<file path="src/pkg/tsp_pkg.sv">
// Constants for the tone status word and the configuration load port
package tsp_pkg;
    // Register offsets on the serial control bus
    localparam logic [7:0] PROG_OFS = 8'hC8;
    localparam logic [7:0] TONE_OFS = 8'hCC;
    // Serial frame: 8 address bits then 16 data bits
    localparam logic [4:0] ADDR_BITS = 5'h08;
    localparam logic [4:0] FIRST_OUT = 5'h09;
    localparam logic [4:0] LAST_BIT = 5'h17;
    localparam logic [4:0] END_BITS = 5'h18;
    // Tone status word fields
    localparam int SUB_LSB = 0;
    localparam int COND_LSB = 8;
    localparam int INB_LSB = 11;
    localparam logic [5:0] SUB_NONE = 6'h00;
    localparam logic [5:0] SUB_INVALID = 6'h37;
    localparam logic [4:0] INB_NONE = 5'h00;
    localparam logic [2:0] COND_NONE = 3'h0;
    localparam logic [2:0] COND_DCS = 3'h2;
    localparam logic [2:0] COND_DCS_INV = 3'h3;
    localparam logic [2:0] COND_TURNOFF = 3'h5;
    localparam logic [2:0] COND_EXT = 3'h6;
    // Programming word fields
    localparam int FIRST_BIT = 15;
    localparam int BLK_SEL_BIT = 14;
    localparam int TLEN_LSB = 10;
    localparam logic [1:0] BLK_RSVD = 2'h3;
    localparam logic [1:0] BLK4_SLOT = 2'h3;
    localparam logic [3:0] B0_WORDS = 4'h8;
    localparam logic [3:0] B1_WORDS = 4'h6;
    localparam logic [3:0] B2_WORDS = 4'h5;
    localparam logic [3:0] B4_WORDS = 4'h8;
    localparam logic [13:0] B0_DATA_MASK = 14'h00FF;
    // Storage slots, {block slot, word pointer}
    localparam logic [4:0] SLOT_FS_LO = 5'h00;
    localparam logic [4:0] SLOT_FS_HI = 5'h01;
    localparam logic [4:0] SLOT_BS_LO = 5'h06;
    localparam logic [4:0] SLOT_BS_HI = 5'h07;
    localparam logic [4:0] SLOT_B1W0 = 5'h08;
    localparam logic [4:0] SLOT_B1W1 = 5'h09;
    // Default values loaded when signal processing leaves reset
    localparam logic [15:0] FRAME_SYNC_DEF = 16'hCB23;
    localparam logic [15:0] BIT_SYNC_DEF = 16'h5555;
    // Tone lengths in ms for codes 00..11
    localparam logic [6:0] TLEN_0 = 7'h28;
    localparam logic [6:0] TLEN_1 = 7'h3C;
    localparam logic [6:0] TLEN_2 = 7'h50;
    localparam logic [6:0] TLEN_3 = 7'h64;
    // Programming action time
    localparam int PROG_TIME_NS = 250000;
    localparam int CLK_PERIOD_NS = 40;
    localparam int PROG_CYCLES = PROG_TIME_NS / CLK_PERIOD_NS;
    localparam int BUSY_W = 13;
endpackage

</file>
<file path="src/rtl/tsp_tone_prog.sv">
// Tone status word, configuration load port and their serial register access
`timescale 1ns/1ps
`default_nettype none
module tsp_tone_prog #(
    parameter int PROG_CYCLES = tsp_pkg::PROG_CYCLES,
    parameter logic [4:0] INB_UNRECOG = 5'h1F
) (
    input wire logic ref_clk,
    input wire logic reset,
    input wire logic ser_clk,
    input wire logic ser_csel_n,
    input wire logic ser_din,
    output logic ser_dout,
    output logic ser_dout_oe_n,
    input wire logic [5:0] sub_tone_idx,
    input wire logic [2:0] sub_cond,
    input wire logic [4:0] inband_idx,
    input wire logic ctcss_en,
    input wire logic dcs_en,
    input wire logic ext_tone_en,
    input wire logic inband_en,
    input wire logic rx_mode,
    input wire logic tx_mode,
    input wire logic sp_enable,
    input wire logic xtal_off,
    input wire logic prog_retain,
    output logic prog_ready,
    output logic ctcss_evt,
    output logic dcs_evt,
    output logic inband_evt,
    output logic [15:0] frame_sync_pattern,
    output logic [15:0] bit_sync_pattern,
    output logic [6:0] tone_len_ms,
    output logic inband_deemph_en
);
    // One busy cycle would let ready return before the host can see it drop
    if (PROG_CYCLES < 2 || PROG_CYCLES > 8191) begin : g_chk
        $error("PROG_CYCLES out of range");
    end

    // DCS family codes; their changes count as DCS events
    function automatic logic is_dcs(input logic [2:0] c);
        is_dcs = (c == tsp_pkg::COND_DCS) || (c == tsp_pkg::COND_DCS_INV) || (c == tsp_pkg::COND_TURNOFF);
    endfunction

    function automatic logic [6:0] tone_len(input logic [1:0] code);
        case (code)
            2'h0: tone_len = tsp_pkg::TLEN_0;
            2'h1: tone_len = tsp_pkg::TLEN_1;
            2'h2: tone_len = tsp_pkg::TLEN_2;
            default: tone_len = tsp_pkg::TLEN_3;
        endcase
    endfunction

    ////////////////////////////////////////////////////////////////////////////
    // Pin synchronisers; edge detection reads only the second stage onward
    logic clk_s1_ff, clk_s2_ff, clk_s3_ff, cs_s1_ff, cs_s2_ff, din_s1_ff, din_s2_ff;
    always_ff @(posedge ref_clk or posedge reset) begin
        if (reset) begin
            clk_s1_ff <= 1'b0;
            clk_s2_ff <= 1'b0;
            clk_s3_ff <= 1'b0;
            cs_s1_ff <= 1'b1;
            cs_s2_ff <= 1'b1;
            din_s1_ff <= 1'b0;
            din_s2_ff <= 1'b0;
        end else begin
            clk_s1_ff <= ser_clk;
            clk_s2_ff <= clk_s1_ff;
            clk_s3_ff <= clk_s2_ff;
            cs_s1_ff <= ser_csel_n;
            cs_s2_ff <= cs_s1_ff;
            din_s1_ff <= ser_din;
            din_s2_ff <= din_s1_ff;
        end
    end
    wire logic sclk_rise = clk_s2_ff & ~clk_s3_ff;
    wire logic sclk_fall = ~clk_s2_ff & clk_s3_ff;

    ////////////////////////////////////////////////////////////////////////////
    // Tone status word and change events
    logic [15:0] word_ff, nxt_word;
    logic ctcss_evt_ff, nxt_ctcss_evt, dcs_evt_ff, nxt_dcs_evt, inband_evt_ff, nxt_inband_evt;
    logic [5:0] sub_v;
    logic [2:0] cond_v;
    logic [4:0] inb_v;
    logic sub_chg, inb_chg, cond_chg;
    always_comb begin
        // sub-audio index; code 55 passes through untouched
        sub_v = ctcss_en ? sub_tone_idx : tsp_pkg::SUB_NONE;
        inb_v = inband_en ? inband_idx : tsp_pkg::INB_NONE;
        // condition codes, reserved and disabled read none
        case (sub_cond)
            tsp_pkg::COND_DCS, tsp_pkg::COND_DCS_INV, tsp_pkg::COND_TURNOFF: cond_v = dcs_en ? sub_cond : tsp_pkg::COND_NONE;
            tsp_pkg::COND_EXT: cond_v = ext_tone_en ? sub_cond : tsp_pkg::COND_NONE;
            default: cond_v = tsp_pkg::COND_NONE;
        endcase
        // special condition blanks the low byte
        if (cond_v != tsp_pkg::COND_NONE) begin
            sub_v = tsp_pkg::SUB_NONE;
        end
        // in-band index on top; transmit zeroes all
        nxt_word = tx_mode ? 16'h0000 : {inb_v, cond_v, 2'b00, sub_v};
        // all sub index changes but none-to-invalid
        sub_chg = (nxt_word[tsp_pkg::SUB_LSB +: 6] != word_ff[tsp_pkg::SUB_LSB +: 6])
            && !(word_ff[tsp_pkg::SUB_LSB +: 6] == tsp_pkg::SUB_NONE
            && nxt_word[tsp_pkg::SUB_LSB +: 6] == tsp_pkg::SUB_INVALID);
        inb_chg = (nxt_word[tsp_pkg::INB_LSB +: 5] != word_ff[tsp_pkg::INB_LSB +: 5])
            && !((nxt_word[tsp_pkg::INB_LSB +: 5] | word_ff[tsp_pkg::INB_LSB +: 5]) == INB_UNRECOG
            && (nxt_word[tsp_pkg::INB_LSB +: 5] == tsp_pkg::INB_NONE
            || word_ff[tsp_pkg::INB_LSB +: 5] == tsp_pkg::INB_NONE));
        cond_chg = nxt_word[tsp_pkg::COND_LSB +: 3] != word_ff[tsp_pkg::COND_LSB +: 3];
        // DCS loss, turn-off and recovery are DCS events
        nxt_dcs_evt = !tx_mode && cond_chg
            && (is_dcs(nxt_word[tsp_pkg::COND_LSB +: 3]) || is_dcs(word_ff[tsp_pkg::COND_LSB +: 3]));
        nxt_ctcss_evt = !tx_mode && (sub_chg || (cond_chg && !nxt_dcs_evt));
        nxt_inband_evt = !tx_mode && inb_chg;
    end

    // Events are one-cycle pulses in their own flops, registered beside the status word
    always_ff @(posedge ref_clk or posedge reset) begin
        if (reset) begin
            word_ff <= 16'h0000;
            ctcss_evt_ff <= 1'b0;
            dcs_evt_ff <= 1'b0;
            inband_evt_ff <= 1'b0;
        end else begin
            word_ff <= nxt_word;
            ctcss_evt_ff <= nxt_ctcss_evt;
            dcs_evt_ff <= nxt_dcs_evt;
            inband_evt_ff <= nxt_inband_evt;
        end
    end

    ////////////////////////////////////////////////////////////////////////////
    // Serial slave: address byte then 16 data bits, MSB first
    logic [4:0] bcnt_ff, nxt_bcnt;
    logic [7:0] addr_ff, nxt_addr;
    logic [15:0] sh_ff, nxt_sh, wr_data_ff, nxt_wr_data;
    logic dout_ff, nxt_dout, oe_n_ff, nxt_oe_n, wr_stb_ff, nxt_wr_stb;
    always_comb begin
        nxt_bcnt = bcnt_ff;
        nxt_addr = addr_ff;
        nxt_sh = sh_ff;
        nxt_dout = dout_ff;
        nxt_oe_n = oe_n_ff;
        nxt_wr_stb = 1'b0;
        nxt_wr_data = wr_data_ff;
        if (cs_s2_ff) begin
            nxt_bcnt = 5'h00;
            nxt_oe_n = 1'b1;
        end else if (sclk_rise && bcnt_ff != tsp_pkg::END_BITS) begin
            nxt_bcnt = bcnt_ff + 5'h01;
            if (bcnt_ff < tsp_pkg::ADDR_BITS) begin
                nxt_addr = {addr_ff[6:0], din_s2_ff};
                // Snapshot keeps the read word coherent across 16 bits
                if (bcnt_ff == tsp_pkg::ADDR_BITS - 5'h01 && nxt_addr == tsp_pkg::TONE_OFS) begin
                    nxt_sh = word_ff;
                    nxt_dout = word_ff[15];
                    nxt_oe_n = 1'b0;
                end
            end else if (addr_ff == tsp_pkg::PROG_OFS) begin
                nxt_sh = {sh_ff[14:0], din_s2_ff};
                if (bcnt_ff == tsp_pkg::LAST_BIT) begin
                    nxt_wr_stb = 1'b1;
                    nxt_wr_data = nxt_sh;
                end
            end
        end else if (sclk_fall && addr_ff == tsp_pkg::TONE_OFS
                     && bcnt_ff >= tsp_pkg::FIRST_OUT && bcnt_ff <= tsp_pkg::LAST_BIT) begin
            nxt_sh = {sh_ff[14:0], 1'b0};
            nxt_dout = sh_ff[14];
        end
    end

    always_ff @(posedge ref_clk or posedge reset) begin
        if (reset) begin
            bcnt_ff <= 5'h00;
            addr_ff <= 8'h00;
            sh_ff <= 16'h0000;
            dout_ff <= 1'b0;
            oe_n_ff <= 1'b1;
            wr_stb_ff <= 1'b0;
            wr_data_ff <= 16'h0000;
        end else begin
            bcnt_ff <= nxt_bcnt;
            addr_ff <= nxt_addr;
            sh_ff <= nxt_sh;
            dout_ff <= nxt_dout;
            oe_n_ff <= nxt_oe_n;
            wr_stb_ff <= nxt_wr_stb;
            wr_data_ff <= nxt_wr_data;
        end
    end

    ////////////////////////////////////////////////////////////////////////////
    // Configuration store and programming handshake
    logic [13:0] mem_ff [0:31];
    logic [13:0] nxt_mem [0:31];
    logic prog_ready_ff, nxt_prog_ready, sp_d_ff;
    logic [tsp_pkg::BUSY_W-1:0] busy_ff, nxt_busy;
    logic [3:0] ptr_ff, nxt_ptr;
    logic [15:0] fs_ff, bs_ff;
    logic [6:0] tlen_ff;
    logic deemph_ff;
    logic [1:0] blk;
    logic [3:0] limit;
    logic [13:0] data;
    // writes out of turn are dropped, not queued
    wire logic wr_ok = wr_stb_ff && prog_ready_ff && sp_enable && !xtal_off && !rx_mode && !tx_mode;
    always_comb begin
        for (int i = 0; i < 32; i++) begin
            nxt_mem[i] = mem_ff[i];
        end
        nxt_prog_ready = prog_ready_ff;
        nxt_busy = busy_ff;
        nxt_ptr = ptr_ff;
        blk = wr_data_ff[tsp_pkg::BLK_SEL_BIT] ? wr_data_ff[13:12] : tsp_pkg::BLK4_SLOT;
        data = wr_data_ff[tsp_pkg::BLK_SEL_BIT] ? {2'b00, wr_data_ff[11:0]} : wr_data_ff[13:0];
        case (wr_data_ff[tsp_pkg::BLK_SEL_BIT] ? {1'b0, blk} : 3'h4)
            3'h0: limit = tsp_pkg::B0_WORDS;
            3'h1: limit = tsp_pkg::B1_WORDS;
            3'h2: limit = tsp_pkg::B2_WORDS;
            3'h4: limit = tsp_pkg::B4_WORDS;
            default: limit = 4'h0;
        endcase
        if (busy_ff != '0) begin
            nxt_busy = busy_ff - 1'b1;
            if (busy_ff == 1) begin
                nxt_prog_ready = 1'b1;
            end
        end
        if (!sp_enable) begin
            nxt_prog_ready = 1'b0;
            nxt_busy = '0;
        end else if (!sp_d_ff) begin
            // defaults unless the retain bit is set
            if (!prog_retain) begin
                for (int i = 0; i < 32; i++) begin
                    nxt_mem[i] = 14'h0000;
                end
                nxt_mem[tsp_pkg::SLOT_FS_LO] = {6'h00, tsp_pkg::FRAME_SYNC_DEF[7:0]};
                nxt_mem[tsp_pkg::SLOT_FS_HI] = {6'h00, tsp_pkg::FRAME_SYNC_DEF[15:8]};
                nxt_mem[tsp_pkg::SLOT_BS_LO] = {6'h00, tsp_pkg::BIT_SYNC_DEF[7:0]};
                nxt_mem[tsp_pkg::SLOT_BS_HI] = {6'h00, tsp_pkg::BIT_SYNC_DEF[15:8]};
            end
            nxt_prog_ready = 1'b0;
            nxt_busy = PROG_CYCLES[tsp_pkg::BUSY_W-1:0];
        end else if (wr_ok) begin
            // only an accepted write, or sp_enable low, clears the flag
            nxt_prog_ready = 1'b0;
            nxt_busy = PROG_CYCLES[tsp_pkg::BUSY_W-1:0];
            // pointer restarts on a first word
            nxt_ptr = wr_data_ff[tsp_pkg::FIRST_BIT] ? 4'h0 : ((ptr_ff == 4'hF) ? ptr_ff : ptr_ff + 4'h1);
            // words past the block count are ignored
            if (nxt_ptr < limit) begin
                nxt_mem[{blk, nxt_ptr[2:0]}] = (blk == 2'h0) ? (data & tsp_pkg::B0_DATA_MASK) : data;
            end
        end
    end

    // Pattern and tone outputs are re-registered from the store each cycle
    always_ff @(posedge ref_clk or posedge reset) begin
        if (reset) begin
            for (int i = 0; i < 32; i++) begin
                mem_ff[i] <= 14'h0000;
            end
            prog_ready_ff <= 1'b0;
            busy_ff <= '0;
            ptr_ff <= 4'h0;
            sp_d_ff <= 1'b0;
            fs_ff <= tsp_pkg::FRAME_SYNC_DEF;
            bs_ff <= tsp_pkg::BIT_SYNC_DEF;
            tlen_ff <= tsp_pkg::TLEN_0;
            deemph_ff <= 1'b0;
        end else begin
            for (int i = 0; i < 32; i++) begin
                mem_ff[i] <= nxt_mem[i];
            end
            prog_ready_ff <= nxt_prog_ready;
            busy_ff <= nxt_busy;
            ptr_ff <= nxt_ptr;
            sp_d_ff <= sp_enable;
            fs_ff <= {mem_ff[tsp_pkg::SLOT_FS_HI][7:0], mem_ff[tsp_pkg::SLOT_FS_LO][7:0]};
            bs_ff <= {mem_ff[tsp_pkg::SLOT_BS_HI][7:0], mem_ff[tsp_pkg::SLOT_BS_LO][7:0]};
            tlen_ff <= tone_len(mem_ff[tsp_pkg::SLOT_B1W1][tsp_pkg::TLEN_LSB +: 2]);
            deemph_ff <= mem_ff[tsp_pkg::SLOT_B1W0][0];
        end
    end

    assign ser_dout = dout_ff;
    assign ser_dout_oe_n = oe_n_ff;
    assign prog_ready = prog_ready_ff;
    assign ctcss_evt = ctcss_evt_ff;
    assign dcs_evt = dcs_evt_ff;
    assign inband_evt = inband_evt_ff;
    assign frame_sync_pattern = fs_ff;
    assign bit_sync_pattern = bs_ff;
    assign tone_len_ms = tlen_ff;
    assign inband_deemph_en = deemph_ff;
endmodule
`default_nettype wire

</file>
<file path="config.mk">
export PLATFORM = sky130hd
export DESIGN_NAME = tsp_tone_prog
export DESIGN_NICKNAME = d
export VERILOG_FILES = /design/src/pkg/tsp_pkg.sv /design/src/rtl/tsp_tone_prog.sv
export SDC_FILE = /design/constraint.sdc
export NUM_CORES = 1
export LEC_CHECK = 0
export BUFFER_PORTS_ARGS = -buffer_cell sky130_fd_sc_hd__buf_2
export CAP_MARGIN = 15
export CORE_MARGIN = 2
export CORE_UTILIZATION = 53
export CTS_CLUSTER_DIAMETER = 100
export CTS_CLUSTER_SIZE = 40
export DETAILED_ROUTE_END_ITERATION = 16
export GPL_TIMING_DRIVEN = 0
export PLACE_DENSITY = 0.76
export SLEW_MARGIN = 20
export SYNTH_ARGS = -nofsm -noshare
export SYNTH_HDL_FRONTEND = slang
export SYNTH_SLANG_ARGS = --single-unit
</file>
<file path="constraint.sdc">
create_clock -name ref_clk -period 6.8 [get_ports ref_clk]
set_input_delay 1.36 -clock ref_clk [delete_from_list [all_inputs] [get_ports ref_clk]]
set_output_delay 1.36 -clock ref_clk [all_outputs]
set_load 0.03 [all_outputs]
</file>
==> run metrics, run 1 <==
outcome=complete, no violations; Max Clk Rate=294 MHz; Leak=between 0.003 and 0.004 µW; Fin. Hold Viols=0; Max H-tree Level=4; CTS max path bufs=2; syn_area_per_cell=12.2 µm²; Synth top cells by count=140 x dfrtp_1, 42 x mux2_2, 38 x nor2_1; Critical Path RT=7.11 ns; Netlist Area Pre-Place=7180 µm²; met2 Resource Use GR=35.2%; Critical Path AT=around 3.7 ns; Die H=about 120 µm; Worst-Skew Late Latency=0.43 ns; Worst Path Max Fanout=10; Core Area=13,200 µm²; Yosys warnings=0; CP endpoint kind=flip-flop; Synth area leader=dfrtp_1; GRT Residual Overflow=0; Post-Synthesis Cells=589; DRC=0; Max-Cap Viols=0; final setup TNS=0 ns; Synth cell types=68; final antenna-violating net count=0; antenna violations before repair=0; vias in the first global route=4,908; CTS tree=built; Root Buffer=clkbuf_16; n_diodes=0; class of the worst hold path=flip-flop to flip-flop; placer congestion estimate=~0.85; final std cells w/o fill=slightly below 900; die area=14,500 µm²; wire length per cell=16.5 µm; Rows=42; cell breakdown of the critical path=buf_2 > nor4b_1 > nand4_1 > and2_1 > clkbuf_1 > or3_1 > a32o_1; Final Critical Period=3.40 ns; adder-cell area share of the yosys netlist=around 3.3%; layout cells sized above 1=between 20% and 30%; worst-margin pin slew=0.909 ns; post-synth top area share=48.8%; Buf+Inv Stages, Crit Path=2; Synth Area in XOR/XNOR=2.44%; Iteration-0 DRC Markers=304; kind of critical path=input port to flip-flop; slowest cell on the critical path=nor4b_1; sequential area share after synthesis=~56%; post-synthesis mux area share=9.09%; CP Launch Type=input port; post-CTS setup buffers=0; Synth Flop Type=dfrtp_1; effective utilization at floorplan=54.3%; global routing usage on met3=under 10%; async set-reset flop share out of synthesis=100%; count leader, synth=dfrtp_1; pin count of the biggest net entering global routing=87; Post-synth EDFFs=0; DP HPWL=approximately 10,000 µm; Worst-path clk slew=0.06 ns; Vias per Instance=5.70; gr busiest metal=met2; Worst Clk Skew=between 0.009 and 0.01 ns; Num CTS Buffers=17; Resized Gates After CTS=0; first-pass GRT wire length=between 20,000 and 25,000 µm; Total GRT Usage=21.1%; final setup fails=0; Worst VDD drop=0.189 mV; DR pass1 iterations=5; CTS sink cnt=161; PD cells=between 200 and 300 nW/µm²; simple-gate share of the synthesized area=14.9%; Post-CTS Hold Fix Bufs=0; Max Slew Vio Count=0; IO Pins=74; routing usage on met1=a little over a quarter; final wirelength=14,300 µm; total power=2170 µW; hold slack final=0.352 ns; cell total after placement=837; relative slew slack=39.3%; fin nets=between 700 and 800; Die X=120 µm; largest cells by area after synthesis=dfrtp_1 49%, dfstp_2 7.7%, mux2_2 6.6%; Area Overhead vs Synth=16.6%; max incr delay on CP=~0.55 ns; CP top delay family=simple AND/OR/NAND/NOR gates; area fraction in compound gates after synthesis=10.8%; port bufs=70; crit share post-route=approximately 50%; RSZ-0062 raised after global routing=no; via count=a little under 5k; largest family of logic cells by synthesized area=simple AND/OR/NAND/NOR gates; register bit total from synthesis=161
==> cells in the final DEF (no fill, tap or decap), types with 5 or more instances in the layout <==
cell and n:
o21ai_0 7, xnor2_1 7, o32a_1 9, or4_1 7, nor3_1 14, mux2_4 10, nor3b_1 8, mux2_2 42
a221o_1 5, dfstp_2 21, inv_1 23, nand4_1 7, nand2_1 26, nand3_1 10, buf_2 70, nor2b_1 11
clkbuf_1 20, xor2_1 13, ha_1 19, o21a_1 5, a21oi_1 20, dfrtp_1 140, nor4_1 6, a211oi_1 5
a32o_1 11, nand2b_1 8, and3_1 13, clkbuf_16 17, nor2_1 38, or3_1 7, nand3b_1 9
==> metal layers <==
layer | vias to the layer above | wire [µm]
li1 | 2331 | -
met1 | 2475 | 6310
met2 | 130 | 7150
met3 | 20 | 656
met4 | 0 | 231
met5 | - | 0
==> worst paths after layout <==
path	from	endpoint	slack, ns	cells after the start
max	xtal_off	mem_ff[343]	3.40	7
min in group asynchronous	reset	tone_len_ms[4]	0.98	2
min reg2reg	din_s1_ff	din_s2_ff	0.35	0
max in group asynchronous	reset	cs_s1_ff	5.02	3
max reg2reg	ptr_ff[0]	mem_ff[354]	3.55	11
min	din_s1_ff	din_s2_ff	0.35	0
==> area by class of cell <==
type	instances	area (µm²)
buffer	24	116
clock buffer	21	480
clock inverter	11	101
fill	1039	4870
inverter	24	97.6
multi-input combinational	381	2930
sequential	161	4060
tap	176	220
timing repair buffer	71	378
==> flip-flops by register name (all words and copies together), names as in the netlist, 4 cells and up <==
name,cells
addr_ff,8
busy_ff,13
sh_ff,15
bcnt_ff,5
bit_sync_pattern,16
mem_ff,35
ptr_ff,4
wr_data_ff,14
tone_len_ms,5
word_ff,14
frame_sync_pattern,16
==> stage by stage <==
stage	setup slack, ns	instance area [µm²]	utilization [%]
global route	3.28	8380	63.2
global placement	-0.288	7760	58.6
finish	3.40	8380	63.2
floorplan	1.13	7190	-
CTS	3.44	8380	63.2
detailed placement	3.02	7790	58.9
==> cells by family (layout without fill, tap and decap cells) <==
group,Yosys count,after routing
compound gates,98,98
fa+ha+maj,19,19
buf+inv,48,151
flops,161,161
simple gates,187,187
other cells,1,2
mux,55,55
xor+xnor,20,20
==> where the power goes <==
group | leakage, µW | switching (µW) | internal [µW] | total (µW)
combinational | 0.00155 | 111 | 88.3 | 199
sequential | 0.00206 | 40.5 | 1010 | 1050
clock | 0.000278 | 378 | 544 | 922
Note: power is estimated with default switching activity, not from simulation.
==> run 2: changes to the inputs <==
==> constraint.sdc (replaced) <==
create_clock -name ref_clk -period 3.2 [get_ports ref_clk]
set_input_delay 0.64 -clock ref_clk [delete_from_list [all_inputs] [get_ports ref_clk]]
set_output_delay 0.64 -clock ref_clk [all_outputs]
set_load 0.03 [all_outputs]
==> run metrics, run 2 (same netlist as run 1, synthesis figures left out) <==
fillers=1,011 (-2.7%); CTS sink cnt=161 (unchanged); first-pass GRT wire length=24,100 µm (+1.1%); GRT Residual Overflow=0 (unchanged); commonest cells after routing, fill and taps aside=140 x dfrtp_1, 70 x buf_2, 42 x mux2_2; number of flip-flops in the largest register=35 (unchanged); Final Critical Period=2.96 ns; vias in the first global route=4,871 (-0.75%); Max-Cap Viols=0 (unchanged); Worst-Skew Late Latency=0.43 ns (about the same); CP endpoint kind=flip-flop; Worst VDD drop=0.321 mV (+70%); Worst-path clk slew=0.06 ns (about the same); antenna violations before repair=0 (unchanged); r2r setup slk=0.24 ns (-3.31 ns); post-CTS setup buffers=0 (unchanged); pre-CTS WS=0.124 ns (-2.90 ns); final antenna-violating net count=0 (unchanged); n_diodes=0 (unchanged); die area=14,500 µm² (unchanged); Leak=0.00395 µW (+1.9%); Total GRT Usage=21.5% (+0.46 points); effective utilization at floorplan=54.3% (unchanged); RSZ-0062 raised after global routing=no; Post-CTS Hold Fix Bufs=0 (unchanged); launch point of the critical path=ptr_ff[0]; CP Launch Type=flip-flop; via count=4,960 (+0.081%); layout cells sized above 1=28.6% (+0.60 points); Worst Path Max Fanout=8 (-2); final wirelength=14,900 µm (+3.6%); pin count of the biggest net entering global routing=38 (-56%); IO Pins=74 (unchanged); Reg-to-Reg Start=ptr_ff[0]; outcome=complete, no violations; CTS max path bufs=2 (unchanged); DR pass1 iterations=5 (unchanged); Die X=120 µm (unchanged); worst-margin pin slew=0.908 ns (-0.000843 ns); RR Endpoint=mem_ff[423]; Max Clk Rate=338 MHz; fin nets=730 (+0.41%); port bufs=70 (unchanged); Root Buffer=clkbuf_16; Num CTS Buffers=17 (unchanged); DP HPWL=10,400 µm (+3.4%); kind of critical path=flip-flop to flip-flop; Worst Clk Skew=0.00903 ns (-0.000865 ns); CTS tree=built; DRC=0 (unchanged); final setup fails=0 (unchanged); PD cells=583 nW/µm² (+120%); Max H-tree Level=4 (unchanged); cells on worst reg2reg path=10 (-1); placer congestion estimate=0.840 (-1.2%); commonest non-fill, non-tap cell in the layout=dfrtp_1; crit share post-route=between 90 and 100%; Critical Path RT=3.56 ns (-3.55 ns); Max Slew Vio Count=0 (unchanged); Area Overhead vs Synth=18.8%; relative slew slack=39.3% (+0.056 points); wire length per cell=17.1 µm (+3.3%); setup ws final=0.243 ns (-3.16 ns); largest register by flop count=mem_ff; final setup TNS=0 ns (unchanged); Iteration-0 DRC Markers=344 (+13%); total power=4980 µW (+130%); Critical Path AT=3.32 ns (-0.38 ns); Core Area=13,200 µm² (unchanged); class of the worst hold path=input port to asynchronous set/reset pin; Rows=42 (unchanged); Die H=120 µm (unchanged); Fin. Hold Viols=0 (unchanged); Vias per Instance=5.69 (-0.26%)
==> run 2: worst max-delay path, stage by stage (launching register included) <==
cell       delay, ns
dfrtp_1         0.43
ha_1            0.29
nand3_1         0.12
mux2i_1         0.25
nor2_1          0.10
ha_1            0.28
o21ai_0         0.20
a21o_1          0.18
o2111ai_1       0.19
a21oi_1         0.60
o22a_1          0.24
==> run 2: how the worst max path moves through the flow <==
stage / to / slack (ns)
floorplan: addr_ff[0] / 0.53
global placement: bcnt_ff[2] / -0.26
detailed placement: mem_ff[350] / 0.12
CTS: mem_ff[352] / 0.10
global route: mem_ff[422] / 0.02
finish: mem_ff[423] / 0.24
==> run 2: power by group <==
part / leakage [µW] / internal, µW / switching [µW]
clock network: 0.000330 / 1510 / 796
logic: 0.00157 / 193 / 240
registers: 0.00206 / 2150 / 93.4
total: 0.00395 / 3850 / 1130
==> run 2: cell type report <==
type	count	area (µm²)	area share [%]
sequential	161	4060	47.5
multi-input combinational	381	2930	34.3
clock buffer	19	453	5.31
timing repair buffer	74	430	5.04
clock inverter	13	231	2.71
tap	176	220	2.58
buffer	24	118	1.38
inverter	24	93.8	1.10
==> run 2: what timing repair did <==
action                                  in CTS  in global routing
endpoints found under the setup margin       0                 12
endpoints found under the hold margin        0                  0
gates resized for setup                      0                  3
==> run 2: metrics by stage <==
stage	cell area, µm²	utilization (%)	cells	hold slack, ns
2_1_floorplan	7190	-	590	0.331
3_3_place_gp	7760	58.6	836	0.335
3_5_place_dp	7840	59.2	840	0.340
4_1_cts	8530	64.4	872	0.294
5_1_grt	8530	64.4	872	0.294
6_report	8530	64.4	872	0.299
==> run 2: layer usage <==
layer  wire, µm  up-vias  global-route usage, %  share of wire [%]
li1           -     2338                      -                  -
met1       6330     2467                   26.1                 43
met2       7630      130                   37.4                 51
met3        680       25                   5.61                4.6
met4        230        0                   7.12                1.5
met5          0        -                      0                  0
==> run 3: changes to the inputs <==
--- a/config.mk
+++ b/config.mk
@@ -5,6 +5,7 @@
 export SDC_FILE = /design/constraint.sdc
 export NUM_CORES = 1
 export LEC_CHECK = 0
+export ABC_AREA = 1
 export BUFFER_PORTS_ARGS = -buffer_cell sky130_fd_sc_hd__buf_2
 export CAP_MARGIN = 15
 export CORE_MARGIN = 2
==> run metrics, run 3 <==
antenna violations before repair=0 (unchanged); sequential area share after synthesis=55.8% (-0.60 points); final wirelength=14,300 µm (-4.0%); Core Area=13,300 µm² (+0.40%); Placed Instance Area=7950 µm² (+1.3%); async set-reset flop share out of synthesis=100% (unchanged); CP Launch Type=flip-flop; post-synth top area share=48.2% (-0.52 points); CTS tree=built; CTS sink cnt=161 (unchanged); Fin. Hold Viols=0 (unchanged); largest cells by area after synthesis=dfrtp_1 48%, nand2_1 12%, dfstp_2 7.6%; Synth cell types=39 (-43%); IO Pins=74 (unchanged); Buf+Inv Stages, Crit Path=3 (+3); final std cells w/o fill=1,107 (+27%); Worst-Skew Late Latency=0.43 ns (about the same); Area Overhead vs Synth=17.5%; cell area after layout=8530 µm² (about the same); DR pass1 iterations=5 (unchanged); final antenna-violating net count=0 (unchanged); Die H=121 µm (+0.52%); cell total after placement=1,075 (+28%); effective utilization at floorplan=54.6% (+0.37 points); cells on worst reg2reg path=13 (+3); Die X=121 µm (+0.52%); Synth area leader=dfrtp_1; PD cells=577 nW/µm² (-1.0%); Num CTS Buffers=17 (unchanged); Yosys warnings=0 (unchanged); Max Slew Vio Count=0 (unchanged); CP top delay family=simple AND/OR/NAND/NOR gates; Post-CTS Hold Fix Bufs=0 (unchanged); register bit total from synthesis=161 (unchanged); r2r setup slk=0.79 ns (+0.54 ns); Final Critical Period=2.41 ns (-0.543 ns); Critical Path RT=3.57 ns (about the same); DRC=0 (unchanged); final setup fails=0 (unchanged); Critical Path AT=2.78 ns (-0.54 ns); first-pass GRT wire length=24,400 µm (+1.1%); Post-synth EDFFs=0 (unchanged); Resized Gates After CTS=0 (unchanged); Worst Clk Skew=0.00618 ns (-0.00285 ns); largest register by flop count=mem_ff; Total GRT Usage=21.3% (-0.25 points); Netlist Area Pre-Place=7260 µm² (+1.1%); Leak=0.00444 µW (+12%); n_diodes=0 (unchanged); Synth Flop Type=dfrtp_1; die area=14,700 µm² (+1.0%); Worst-path clk slew=0.07 ns (about the same); Vias per Instance=5.04 (-11%); cell breakdown of the critical path=ha_1 > nand2_1 > clkinv_1 > nor3_1 > a211oi_1 > ha_1 > a21oi_1 > nand2_2 > nand2_4 > buf_6 > buf_6 > nand4_1 > nand2_1; Post-Synthesis Cells=822 (+40%); setup ws final=0.786 ns (+0.543 ns); Max-Cap Viols=0 (unchanged); via count=5,577 (+12%); commonest cells after routing, fill and taps aside=233 x nand2_1, 140 x dfrtp_1, 112 x inv_1; slowest cell on the critical path=dfrtp_1; final core occ=64.2% (-0.27 points); Root Buffer=clkbuf_16; number of flip-flops in the largest register=35 (unchanged); pre-CTS WS=0.816 ns (+0.692 ns); max incr delay on CP=0.42 ns (-0.18 ns); GRT Residual Overflow=0 (unchanged); port bufs=71 (+1.4%); Worst Path Max Fanout=10 (+2); RR Endpoint=mem_ff[435]; CTS max path bufs=2 (unchanged); hold slack final=0.145 ns (-0.154 ns); fillers=1,100 (+8.8%); layout cells sized above 1=18.9% (-9.7 points); commonest non-fill, non-tap cell in the layout=nand2_1; Max Clk Rate=414 MHz (+23%); class of the worst hold path=input port to asynchronous set/reset pin; Rows=42 (unchanged); pin count of the biggest net entering global routing=37 (-2.6%); wire length per cell=12.9 µm (-24%); syn_area_per_cell=8.83 µm² (-28%); Reg-to-Reg Start=ptr_ff[0]; fin nets=965 (+32%); Worst VDD drop=0.449 mV (+40%); CP endpoint kind=flip-flop; Max H-tree Level=4 (unchanged); DP HPWL=10,200 µm (-2.1%); crit share post-route=75.4% (-17 points); Synth top cells by count=233 x nand2_1, 140 x dfrtp_1, 113 x inv_1; RSZ-0062 raised after global routing=no; outcome=complete, no violations; vias in the first global route=5,278 (+8.4%); placer congestion estimate=0.905 (+7.7%); post-CTS setup buffers=0 (unchanged); count leader, synth=nand2_1; Iteration-0 DRC Markers=341 (-0.87%); kind of critical path=flip-flop to flip-flop
## run 3: cell count changes after synthesis, sizes merged, moves of 32 or more
cell | before | now
nand4 | 7 | 45
inv | 24 | 119
o21ai | 7 | 65
nand2 | 26 | 236
nand3 | 10 | 42
mux2 | 52 | 1
## run 3: stage by stage
stage | power (µW) | TNS (ns)
3_3_place_gp | 2930 | -52.66
5_1_grt | 5160 | 0
3_5_place_dp | 2970 | 0
2_1_floorplan | 2790 | 0
4_1_cts | 4970 | 0
6_report | 4920 | 0
## run 3: worst max path at each step
stage	cells past startpoint	slack, ns	from	endpoint
2_1_floorplan	1	0.53	reset	addr_ff[0]
3_3_place_gp	2	-0.38	reset	frame_sync_pattern[12]
3_5_place_dp	13	0.82	ptr_ff[0]	mem_ff[435]
4_1_cts	13	0.79	ptr_ff[0]	mem_ff[435]
5_1_grt	13	0.62	ptr_ff[0]	mem_ff[435]
6_report	13	0.79	ptr_ff[0]	mem_ff[435]
## run 3: metal layers
| layer | track usage, % | share of wire (%) | wire length [µm] |
|---|---|---|---|
| met4 | 7.92 | 1.7 | 247 |
| met5 | 0 | 0 | 0 |
| met2 | 33.3 | 47 | 6740 |
| met3 | 5.92 | 4.8 | 681 |
| met1 | 28.5 | 46 | 6590 |
## run 3: cell type report
class / instances / area [µm²] / area share (%)
buffer: 20 / 139 / 1.63
clock buffer: 18 / 439 / 5.15
clock inverter: 14 / 145 / 1.70
inverter: 120 / 454 / 5.32
multi-input combinational: 522 / 2620 / 30.7
sequential: 161 / 4060 / 47.5
tap: 176 / 220 / 2.58
timing repair buffer: 76 / 455 / 5.34
## run 3: report_power, final
group          switching, µW  internal, µW
combinational            396           192
clock                    876          1120
sequential              99.6          2240
total                   1370          3550
## run 3: kinds of logic (layout without fill, tap and decap cells)
group | after synthesis | after routing | share of synthesized area (%)
AOI/OAI and AO/OA | 94 | 94 | 6.93
adders and majority gates | 19 | 19 | 3.27
DFF | 161 | 161 | 55.8
and+or+nand+nor | 398 | 398 | 24.7
buffers and inverters | 140 | 248 | 8.11
xor gates and xnor gates | 7 | 7 | 0.844
other | 1 | 2 | 0.0516
muxes | 2 | 2 | 0.293
## run 3: worst reg2reg max path, stage by stage, from the launching register on
cell	delay, ns
dfrtp_1	0.42
ha_1	0.27
nand2_1	0.09
clkinv_1	0.09
nor3_1	0.17
a211oi_1	0.09
ha_1	0.32
a21oi_1	0.18
nand2_2	0.09
nand2_4	0.11
buf_6	0.16
buf_6	0.14
nand4_1	0.13
nand2_1	0.11
